<file path="config.mk">
export PLATFORM = sky130hd
export DESIGN_NAME = fsq_sequencer
export DESIGN_NICKNAME = d
export VERILOG_FILES = /design/src/design/fsq_pkg.sv /design/src/design/fsq_hold_if.sv /design/src/design/fsq_hold_bank.sv /design/src/design/fsq_sequencer.sv
export VERILOG_INCLUDE_DIRS = /design/src /design/src/design
export SDC_FILE = /design/constraint.sdc
export NUM_CORES = 2
export LEC_CHECK = 0
export ABC_AREA = 1
export BUFFER_PORTS_ARGS = -buffer_cell sky130_fd_sc_hd__buf_2
export CORE_MARGIN = 3
export CORE_UTILIZATION = 35
export CTS_BUF_LIST = sky130_fd_sc_hd__clkbuf_4 sky130_fd_sc_hd__clkbuf_8
export DETAILED_ROUTE_END_ITERATION = 16
export GPL_TIMING_DRIVEN = 1
export PLACE_DENSITY = 0.58
export REMOVE_ABC_BUFFERS = 1
export SLEW_MARGIN = 40
export SYNTH_ARGS = -nofsm -noshare
export SYNTH_HDL_FRONTEND = slang
export SYNTH_HIERARCHICAL = 1
export SYNTH_SLANG_ARGS = --single-unit
</file>
<file path="constraint.sdc">
create_clock -name clk_i -period 3.5 [get_ports clk_i]
set_clock_uncertainty 0.15 [all_clocks]
set_input_delay 0.35 -clock clk_i [delete_from_list [all_inputs] [get_ports clk_i]]
set_output_delay 0.35 -clock clk_i [all_outputs]
set_load 0.05 [all_outputs]
</file>
<file path="src/design/fsq_cfg.svh">
// Constants for the flash self-programming sequencer: register offsets,
// control field positions, pointer modes, key bytes and timing figures.
// Assumes inclusion by bare name from the package and design modules.
`ifndef FSQ_CFG_SVH
`define FSQ_CFG_SVH

// Register offsets on the 3-bit register port
`define FSQ_OFS_CTRL 3'h0
`define FSQ_OFS_KEY 3'h1
`define FSQ_OFS_PTR_L 3'h2
`define FSQ_OFS_PTR_H 3'h3
`define FSQ_OFS_PTR_U 3'h4
`define FSQ_OFS_LATCH 3'h5
`define FSQ_OFS_TBLOP 3'h6

// Field positions in flash_control_reg
`define FSQ_BIT_PMSEL 7
`define FSQ_BIT_CFGSEL 6
`define FSQ_BIT_ERASE 4
`define FSQ_BIT_WERR 3
`define FSQ_BIT_WRITE_ENABLE_BIT 2
`define FSQ_BIT_START 1

// Field positions in the table operation trigger register
`define FSQ_BIT_TBL_READ 2
`define FSQ_TBL_MODE_HI 1

// Table pointer update modes
`define FSQ_MODE_NONE 2'h0
`define FSQ_MODE_POSTINC 2'h1
`define FSQ_MODE_POSTDEC 2'h2
`define FSQ_MODE_PREINC 2'h3

// Unlock key bytes and the erased byte value
`define FSQ_KEY_FIRST 8'h55
`define FSQ_KEY_SECOND 8'haa
`define FSQ_ERASED_BYTE 8'hff

// Write block geometry
`define FSQ_BLOCK_BYTES 64
`define FSQ_BLOCK_BITS 6

// Long write duration and clock period
`define FSQ_LONG_WRITE_NS 2000000
`define FSQ_CLK_PERIOD_NS 100
`define FSQ_TIMER_WIDTH 24

`endif

</file>
<file path="src/design/fsq_pkg.sv">
// Types shared by the flash self-programming sequencer modules.
// Assumes fsq_cfg.svh is on the include path.
`default_nettype none
`include "fsq_cfg.svh"

package fsq_pkg;

  // Long write sequencer states
  typedef enum logic [1:0] {
    FSQ_ST_IDLE,
    FSQ_ST_ERASE,
    FSQ_ST_PROG,
    FSQ_ST_WAIT
  } fsq_state_t;

  // Unlock key tracker states
  typedef enum logic [1:0] {
    FSQ_KEY_IDLE,
    FSQ_KEY_GOT1,
    FSQ_KEY_ARMED
  } fsq_key_t;

  // Holding register bank state
  typedef struct packed {
    logic [`FSQ_BLOCK_BYTES-1:0][7:0] mem;
  } fsq_bank_st_t;

  // Sequencer state
  typedef struct packed {
    fsq_state_t state;
    fsq_key_t key;
    logic pmsel;
    logic cfgsel;
    logic erase_sel;
    logic werr;
    logic write_enable_bit;
    logic start;
    logic [21:0] ptr;
    logic [7:0] latch;
    logic [`FSQ_TIMER_WIDTH-1:0] timer;
    logic [`FSQ_BLOCK_BITS:0] idx;
    logic rd_pend;
    logic [7:0] rdata;
    logic stall;
    logic [21:0] faddr;
    logic [7:0] fwdata;
    logic fprog;
    logic ferase;
    logic frd;
  } fsq_seq_st_t;

endpackage

`default_nettype wire

</file>
<file path="src/design/fsq_hold_if.sv">
// Link between the sequencer and its holding register bank.
// Assumes both ends sit on the same clock.
`default_nettype none
`include "fsq_cfg.svh"

interface fsq_hold_if;
  logic wr;                              // Table write strobe
  logic [`FSQ_BLOCK_BITS-1:0] wr_idx;    // Holding register select
  logic [7:0] wr_data;                   // Byte from the table latch
  logic clr;                             // Return all bytes to erased
  logic [`FSQ_BLOCK_BITS-1:0] rd_idx;    // Byte picked while programming
  logic [7:0] rd_data;                   // Selected holding byte

  modport seq (output wr, wr_idx, wr_data, clr, rd_idx, input rd_data);
  modport bank (input wr, wr_idx, wr_data, clr, rd_idx, output rd_data);
endinterface

`default_nettype wire

</file>
<file path="src/design/fsq_hold_bank.sv">
// Holding register bank: one byte per byte of the write block.
// Assumes one writer at a time; a clear wins over a table write.
`default_nettype none
`include "fsq_cfg.svh"

module fsq_hold_bank
  import fsq_pkg::*;
(
  // Clock and reset
  input wire logic clk_i,
  input wire logic reset_i,
  // Sequencer side
  fsq_hold_if.bank hold
);

  fsq_bank_st_t r; // Registered bank
  fsq_bank_st_t n; // Next bank

  // Next state: clear, reset or one table write
  always_comb begin
    n = r;
    if (reset_i || hold.clr) begin
      for (int i = 0; i < `FSQ_BLOCK_BYTES; i++) begin
        n.mem[i] = `FSQ_ERASED_BYTE;
      end
    end else if (hold.wr) begin
      n.mem[hold.wr_idx] = hold.wr_data;
    end
  end

  // Register the bank
  always_ff @(posedge clk_i) begin
    r <= n;
  end

  // Byte presented to the programming walk
  assign hold.rd_data = r.mem[hold.rd_idx];

endmodule

`default_nettype wire

</file>
<file path="src/design/fsq_sequencer.sv">
// Flash self-programming sequencer: control, unlock key, table pointer,
// table latch and the timed long write, with its holding register bank.
// Assumes a flash array on the same clock that answers a read one cycle
// after flash_rd_o and takes program and erase strobes as given.
//
// The placing of the registers and strobed register access are this design's own decisions.
`default_nettype none
`include "fsq_cfg.svh"

module fsq_sequencer
  import fsq_pkg::*;
#(
  // Long write length in clock cycles
  parameter int LONG_CYC = (`FSQ_LONG_WRITE_NS / `FSQ_CLK_PERIOD_NS)
) (
  // Clock and resets
  input wire logic clk_i,
  input wire logic reset_i,
  input wire logic por_i,
  // Register port
  input wire logic [2:0] addr_i,
  input wire logic [7:0] wdata_i,
  input wire logic we_i,
  input wire logic re_i,
  output logic [7:0] rdata_o,
  // Core stall
  output logic cpu_stall_o,
  // Flash array
  output logic [21:0] flash_addr_o,
  output logic [7:0] flash_wdata_o,
  output logic flash_prog_o,
  output logic flash_erase_o,
  output logic flash_rd_o,
  input wire logic [7:0] flash_rdata_i
);

  // The programming walk must end before the timer does
  if (LONG_CYC < `FSQ_BLOCK_BYTES + 2 || LONG_CYC >= (1 << `FSQ_TIMER_WIDTH))
  begin : g_check
    $error("fsq_sequencer: LONG_CYC out of range");
  end

  localparam logic [`FSQ_TIMER_WIDTH-1:0] TIMER_LOAD =
    `FSQ_TIMER_WIDTH'(LONG_CYC - 1);
  localparam logic [`FSQ_BLOCK_BITS:0] LAST_IDX =
    (`FSQ_BLOCK_BITS+1)'(`FSQ_BLOCK_BYTES - 1);

  fsq_seq_st_t r; // Registered state
  fsq_seq_st_t n; // Next state
  fsq_hold_if hold (); // Link to the holding bank

  // Holding register bank
  fsq_hold_bank u_bank (
    .clk_i(clk_i),
    .reset_i(reset_i || por_i),
    .hold(hold.bank)
  );

  logic [7:0] ctrl_rd; // Control register as read back
  logic start_req; // Software asks for a long write
  logic start_ok; // The request passes every guard
  logic [1:0] tbl_mode; // Pointer update mode of a table op
  logic [20:0] ptr_step; // Pointer low 21 bits after inc or dec

  // Control register read view; unused bits read as zero
  always_comb begin
    ctrl_rd = 8'h00;
    ctrl_rd[`FSQ_BIT_PMSEL] = r.pmsel;
    ctrl_rd[`FSQ_BIT_CFGSEL] = r.cfgsel;
    ctrl_rd[`FSQ_BIT_ERASE] = r.erase_sel;
    ctrl_rd[`FSQ_BIT_WERR] = r.werr;
    ctrl_rd[`FSQ_BIT_WRITE_ENABLE_BIT] = r.write_enable_bit;
    ctrl_rd[`FSQ_BIT_START] = r.start;
  end

  // Main next-state logic
  always_comb begin
    n = r;
    // Strobes last one cycle
    n.fprog = 1'b0;
    n.ferase = 1'b0;
    n.frd = 1'b0;
    // Array answers a cycle after its strobe, so take the latch then
    n.rd_pend = r.frd;
    n.rdata = 8'h00;
    hold.wr = 1'b0;
    hold.wr_idx = r.ptr[`FSQ_BLOCK_BITS-1:0];
    hold.wr_data = r.latch;
    hold.clr = 1'b0;
    hold.rd_idx = r.idx[`FSQ_BLOCK_BITS-1:0];
    tbl_mode = wdata_i[`FSQ_TBL_MODE_HI:0];
    ptr_step = r.ptr[20:0];
    start_req = 1'b0;
    start_ok = 1'b0;

    // Table read data returns a cycle after the array strobe
    if (r.rd_pend) begin
      n.latch = flash_rdata_i;
    end

    // Read port; data stands in the next cycle only
    if (re_i) begin
      if (addr_i == `FSQ_OFS_CTRL) begin
        n.rdata = ctrl_rd;
      end else if (addr_i == `FSQ_OFS_PTR_L) begin
        n.rdata = r.ptr[7:0];
      end else if (addr_i == `FSQ_OFS_PTR_H) begin
        n.rdata = r.ptr[15:8];
      end else if (addr_i == `FSQ_OFS_PTR_U) begin
        n.rdata = {2'b00, r.ptr[21:16]};
      end else if (addr_i == `FSQ_OFS_LATCH) begin
        n.rdata = r.latch;
      end else begin
        // Key register is not storage; it and unmapped offsets read 0
        n.rdata = 8'h00;
      end
    end

    // Writes count only while idle: the core is stalled otherwise
    if (we_i && r.state == FSQ_ST_IDLE) begin
      // Any write other than the next key step disarms the unlock
      n.key = FSQ_KEY_IDLE;
      if (addr_i == `FSQ_OFS_KEY) begin
        if (wdata_i == `FSQ_KEY_FIRST) begin
          n.key = FSQ_KEY_GOT1;
        end else if (wdata_i == `FSQ_KEY_SECOND &&
                     r.key == FSQ_KEY_GOT1) begin
          n.key = FSQ_KEY_ARMED;
        end
      end else if (addr_i == `FSQ_OFS_CTRL) begin
        n.pmsel = wdata_i[`FSQ_BIT_PMSEL];
        n.cfgsel = wdata_i[`FSQ_BIT_CFGSEL];
        n.erase_sel = wdata_i[`FSQ_BIT_ERASE];
        n.write_enable_bit = wdata_i[`FSQ_BIT_WRITE_ENABLE_BIT];
        // Software may clear the error flag but never set it
        if (!wdata_i[`FSQ_BIT_WERR]) begin
          n.werr = 1'b0;
        end
        // Writing zero to start has no effect
        start_req = wdata_i[`FSQ_BIT_START];
        start_ok = r.key == FSQ_KEY_ARMED && wdata_i[`FSQ_BIT_WRITE_ENABLE_BIT] &&
                   wdata_i[`FSQ_BIT_PMSEL] && !wdata_i[`FSQ_BIT_CFGSEL];
      end else if (addr_i == `FSQ_OFS_PTR_L) begin
        n.ptr[7:0] = wdata_i;
      end else if (addr_i == `FSQ_OFS_PTR_H) begin
        n.ptr[15:8] = wdata_i;
      end else if (addr_i == `FSQ_OFS_PTR_U) begin
        n.ptr[21:16] = wdata_i[5:0];
      end else if (addr_i == `FSQ_OFS_LATCH) begin
        n.latch = wdata_i;
      end else if (addr_i == `FSQ_OFS_TBLOP) begin
        // Pointer steps touch only the low 21 bits
        if (tbl_mode == `FSQ_MODE_POSTDEC) begin
          ptr_step = r.ptr[20:0] - 21'h000001;
        end else if (tbl_mode != `FSQ_MODE_NONE) begin
          ptr_step = r.ptr[20:0] + 21'h000001;
        end
        n.ptr[20:0] = ptr_step;
        if (wdata_i[`FSQ_BIT_TBL_READ]) begin
          // Table read: fetch from the array into the latch
          n.frd = 1'b1;
          n.faddr = (tbl_mode == `FSQ_MODE_PREINC) ?
                    {r.ptr[21], ptr_step} : r.ptr;
        end else begin
          // Table write: one holding byte, short and unstalled
          hold.wr = 1'b1;
          hold.wr_idx = (tbl_mode == `FSQ_MODE_PREINC) ?
                        ptr_step[`FSQ_BLOCK_BITS-1:0] :
                        r.ptr[`FSQ_BLOCK_BITS-1:0];
        end
      end
    end

    // Start request: launch a long write or flag the bad attempt
    if (start_req && !r.start) begin
      if (start_ok) begin
        n.start = 1'b1;
        n.stall = 1'b1;
        n.timer = TIMER_LOAD;
        n.idx = '0;
        n.state = n.erase_sel ? FSQ_ST_ERASE : FSQ_ST_PROG;
      end else begin
        n.werr = 1'b1;
      end
    end

    // Timed long write
    case (r.state)
      FSQ_ST_IDLE: begin
      end
      FSQ_ST_ERASE: begin
        // One erase strobe on the 64-byte block of the pointer
        n.ferase = 1'b1;
        n.faddr = {r.ptr[21:`FSQ_BLOCK_BITS],
                   `FSQ_BLOCK_BITS'(0)};
        n.timer = r.timer - 1'b1;
        n.state = FSQ_ST_WAIT;
      end
      FSQ_ST_PROG: begin
        // Walk the whole block; erased bytes raise no strobe
        n.faddr = {r.ptr[21:`FSQ_BLOCK_BITS],
                   r.idx[`FSQ_BLOCK_BITS-1:0]};
        n.fwdata = hold.rd_data;
        n.fprog = hold.rd_data != `FSQ_ERASED_BYTE;
        n.idx = r.idx + 1'b1;
        n.timer = r.timer - 1'b1;
        if (r.idx == LAST_IDX) begin
          n.state = FSQ_ST_WAIT;
        end
      end
      FSQ_ST_WAIT: begin
        // The timer alone ends the cycle and releases the core
        if (r.timer == '0) begin
          n.state = FSQ_ST_IDLE;
          n.stall = 1'b0;
          n.start = 1'b0;
          hold.clr = 1'b1;
        end else begin
          n.timer = r.timer - 1'b1;
        end
      end
      default: begin
        n.state = FSQ_ST_IDLE;
      end
    endcase

    // Device reset: a long write cut short by reset_i leaves the error flag set; por_i clears it
    if (reset_i || por_i) begin
      n = '0;
      n.state = FSQ_ST_IDLE;
      n.key = FSQ_KEY_IDLE;
      n.werr = !por_i && (r.werr || r.state != FSQ_ST_IDLE);
    end
  end

  // Register the state
  always_ff @(posedge clk_i) begin
    r <= n;
  end

  // Outputs straight from flip-flops
  assign rdata_o = r.rdata;
  assign cpu_stall_o = r.stall;
  assign flash_addr_o = r.faddr;
  assign flash_wdata_o = r.fwdata;
  assign flash_prog_o = r.fprog;
  assign flash_erase_o = r.ferase;
  assign flash_rd_o = r.frd;

endmodule

`default_nettype wire

</file>
# Word-level counts from Yosys, hierarchy flattened
# Index checks and enable logic that the tools add are counted.
# word_totals
input_bits	24
regBits	626
out_inout_bits	42
# op_classes
n_eq_ne	29
mux	115
bitwise_logic	8
order_cmp	3
addsub	4
n_reduce_logical	39
# op_table
op	n
$bwmux 512	1
$mux 21	13
$mux 22	9
$mux 107	1
$mux 8	13
$mux 30	3
$mux 6	11
$mux 31	2
$bmux 8 s6	1
$demux 8 s6	1
$mux 24	2
$pmux 24 s2	1
$pmux 22 s2	1
$mux 1	39
$logic_not 24->1	1
$sub 24x1->24 const B	1
$add 21x1->21 const B	1
$reduce_and 7->1	3
$sub 21x1->21 const B	1
$ne 3x1->1 const B	6
$mux 16	1
$mux 2	8
$lt 6x7->1 const B	2
$mux 14	1
32 further kinds	75

# Longest topological paths before layout
# depth
word_depth	26
ltp_mapped	19
mapped_depth_nobuf	18

# Cells and area by module
# Netlist, hierarchy kept.
# modules_own_cells
module	area_each_um2	seq_area_each_um2	n_inst	cells_per_inst
fsq_hold_bank	22330.2	10249.8	1	3038
fsq_sequencer	7438.4	2282.2	1	1135

# Worst setup path after synthesis
# Ideal clock, no wire load.
# synth_timing
kind	reg-to-reg
startpoint	register r[112] (netlist name)
endpoint	register u_bank/r[501] (netlist bit)
path_stages_with_launch	19
setup_time_ns	0.138
arrival_time_ns	2.836
required_time_ns	3.212
n_path_buf	1
path_slack_ns	0.376
cell_sequence	dfxtp_1 -> inv_1 -> ha_1 -> nand2_2 -> inv_2 -> nand2_2 -> nor2_1 -> inv_2 -> nor3_2 -> o211ai_1 -> o21ai_0 -> inv_1 -> nor3_2 -> inv_2 -> nor2_1 -> inv_1 -> clkbuf_1 -> nand2_1 -> o211ai_1
# synth_lines
item	line	rtl
end signal, assigned	fsq_hold_bank.sv:33	r <= n;
end, declared	fsq_hold_bank.sv:16	fsq_bank_st_t r;

==> impl_metrics.json <==
{
  "cp.required_ns": 3.93,
  "layout_commonest_cell": "nand2_1",
  "max_slew_margin_pct": 40.8,
  "finalSetupViolCount": 0,
  "pwr-share-comb_pct": 3.7,
  "grt_pass1_vias": 26559,
  "power-per-cell-area_nw_per_um2": 438,
  "firstDrtPassIters": 5,
  "antenna_found_initial": 2,
  "drv_slew": 0,
  "path_clk_slew_ns": 0.06,
  "syn2layout_area_growth_pct": 14.4,
  "seq_area_frac_synth_pct": 42.1,
  "drive_gt1_share_pct": 12.1,
  "grtUsageTotal_pct": 21.2,
  "yosysTopAreaCellShare_pct": 42.1,
  "finalPower_uw": 14900,
  "clockRootBuffer": "clkbuf_8",
  "avgSynthCellArea_um2": 7.13,
  "crit_slowest_cell": "o21ai_0",
  "die_height_um": 298,
  "layout_common_cells": "nand2_1 (1444), dfxtp_1 (623), o211ai_1 (516)",
  "cts.sinks": 626,
  "setup_tns_ns": 0,
  "grt_overflow": 0,
  "cpMostUsedCell": "inv_2",
  "grt_max_degree": 151,
  "cellLeakagePower_uw": 0.0167,
  "netlist_instances": 4173,
  "post_drt_wl_per_cell_um": 18.0,
  "p_int_uw": 11400,
  "crit_family": "buffers and inverters",
  "core_area_um2": 84000,
  "tightest_slew_ns": 0.887,
  "num_vias": 28555,
  "hold_violations": 0,
  "status": "finished clean",
  "yosysUniqueCellTypes": 54,
  "clockBufferDepth": 3,
  "clk_latency_ns": 0.74,
  "post_cts_buffers": 0,
  "synth_edf_count": 0,
  "fillCellCount": 8854,
  "cts_tree": "built",
  "async_flop_share_pct": 0,
  "worst-path-buf-inv": 7,
  "path_cells": "inv_1 -> ha_1 -> nand2_2 -> inv_2 -> nand2_2 -> nor2_2 -> inv_2 -> nor3_2 -> buf_4 -> o21ai_0 -> inv_2 -> nor3_1 -> inv_2 -> nor2_1 -> inv_1 -> nand2_1 -> o211ai_1",
  "crit_path_start_kind": "flip-flop",
  "die_w_um": 298,
  "port-buffer-count": 65,
  "grt_pass1_wl_um": 153000,
  "drt-initial-drc-count": 2619,
  "ys_seq_elements": 626,
  "synth_area_leader_cell": "dfxtp_1",
  "finalCritPeriodShare_pct": 94.7,
  "die_area_um2": 88600,
  "maxCapViolations": 0,
  "worstSetupEndpointType": "flip-flop",
  "hp-class": "flip-flop to flip-flop",
  "crit_arrival_ns": 3.75,
  "globalplace.congestion": 0.937,
  "rsz0062_at_grt": "no",
  "routed_wl_um": 96700,
  "crit_fanout": 16,
  "nNetsFinal": 4204,
  "vias_per_cell": 5.30,
  "clkPwrFrac_pct": 48.4,
  "synthFlopType": "dfxtp_1",
  "cts_buffers": 109,
  "seq_power_share_pct": 48.0,
  "yosys-top-cells-area": "dfxtp_1 (42%), nand2_1 (18%), o211ai_1 (13%), nand3_1 (8.7%), clkbuf_1 (2.8%)",
  "p_sw_share_pct": 23.8,
  "ir_drop_uv": 260,
  "ios": 66,
  "htree_levels": 3,
  "place_hpwl_um": 60600,
  "start_util_pct": 35.5,
  "ant_nets": 0,
  "period_needed_ns": 3.31,
  "p_sw_uw": 3540,
  "synthesis.area_um2": 29800,
  "num_rows": 106,
  "worstSetupPathType": "flip-flop to flip-flop",
  "drc": 0,
  "yosys_warnings": 6,
  "fmax_mhz": 302,
  "cpPeakStageDelay_ns": 0.55
}
==> kinds of logic after synthesis <==
logic type,Yosys count,synth area share (%)
AOI/OAI and AO/OA,775,17.9
xor gates and xnor gates,23,0.677
adders and majority gates,9,0.378
buffers and inverters,538,7.89
DFF,626,42.1
muxes,2,0.0673
and+or+nand+nor,2200,31.0
==> worst paths after layout <==
path,from,endpoint,slack (ns),depth (start not counted)
worst max-delay path,r[112],u_bank/r[100],0.19,17
worst min-delay path,flash_rd_o,r[42],0.26,2
worst min register to register,flash_rd_o,r[42],0.26,2
worst max register to register,r[112],u_bank/r[100],0.19,17
==> power groups by stage <==
stage	Sequential (uW)	Combinational [uW]	Clock (uW)
CTS	7150	536	7360
global route	7150	588	7680
finish	7150	545	7210
global placement	7300	516	0
detailed placement	7300	514	0
floorplan	7310	267	0
==> metal layers <==
metal  vias to the layer above  GRT usage [%]  wire [um]
met5                         -              0          0
met4                         0           6.18       2240
met3                       150           3.03       5670
met2                       801           33.8      43900
met1                     13455           29.7      44900
li1                      14149              -          -
==> layout make-up <==
class / instances / area (um2) / area share (%)
clock inverters: 14 / 149 / 0.437
diodes: 1 / 2.50 / 0.00735
flip-flops and latches: 626 / 12500 / 36.8
repair buffers: 255 / 2160 / 6.35
inverters: 170 / 654 / 1.92
multi-input cells: 3009 / 14900 / 43.8
clock buffers: 177 / 2210 / 6.49
well taps: 1134 / 1420 / 4.17
==> through the flow <==
stage	hold slack [ns]	cells	setup WS, ns	cell area, um2	utilization [%]
floorplan	0.278	3805	-15.19	28100	-
global route	0.280	5386	0.00434	34100	40.6
CTS	0.251	5385	0.174	34000	40.5
detailed placement	0.274	5165	0.200	31400	37.4
global placement	0.266	5165	0.251	31400	37.4
finish	0.262	5386	0.186	34100	40.6
==> registers in the layout, summed over array words and instances (netlist names) <==
name / flops
cpu_stall_o: 1
flash_erase_o: 1
r: 52
hold.rd_idx: 6
flash_wdata_o: 8
rdata_o: 8
flash_rd_o: 1
ctrl_rd: 6
flash_prog_o: 1
hold.wr_data: 8
u_bank/r: 512
flash_addr_o: 22
==> what timing repair did <==
item                                   4_1_cts  5_1_grt
resized for setup                            0       12
endpoints found under the hold margin       55        0
setup endpoints to repair                    0      142
hold buffers                                29        0
==> Yosys cell counts, types with 20 or more instances <==
master and n:
nand3_1 515, clkbuf_1 223, nor2_1 139, buf_4 47, nor3_1 25, inv_1 138
buf_2 60, inv_2 25, nand2_1 1445, nand4_1 20, dfxtp_1 626, a21oi_1 128
o211ai_1 516, o21ai_0 68, buf_1 26
==> worst reg2reg max path: cells and delay by family, from the launching register on <==
family	cells	cell delay, ns
DFF	1	0.37
and+or+nand+nor	7	0.87
buffers and inverters	7	0.88
AOI/OAI and AO/OA	2	0.63
adders and majority gates	1	0.24
No activity file was read; power rests on OpenSTA's default activity.
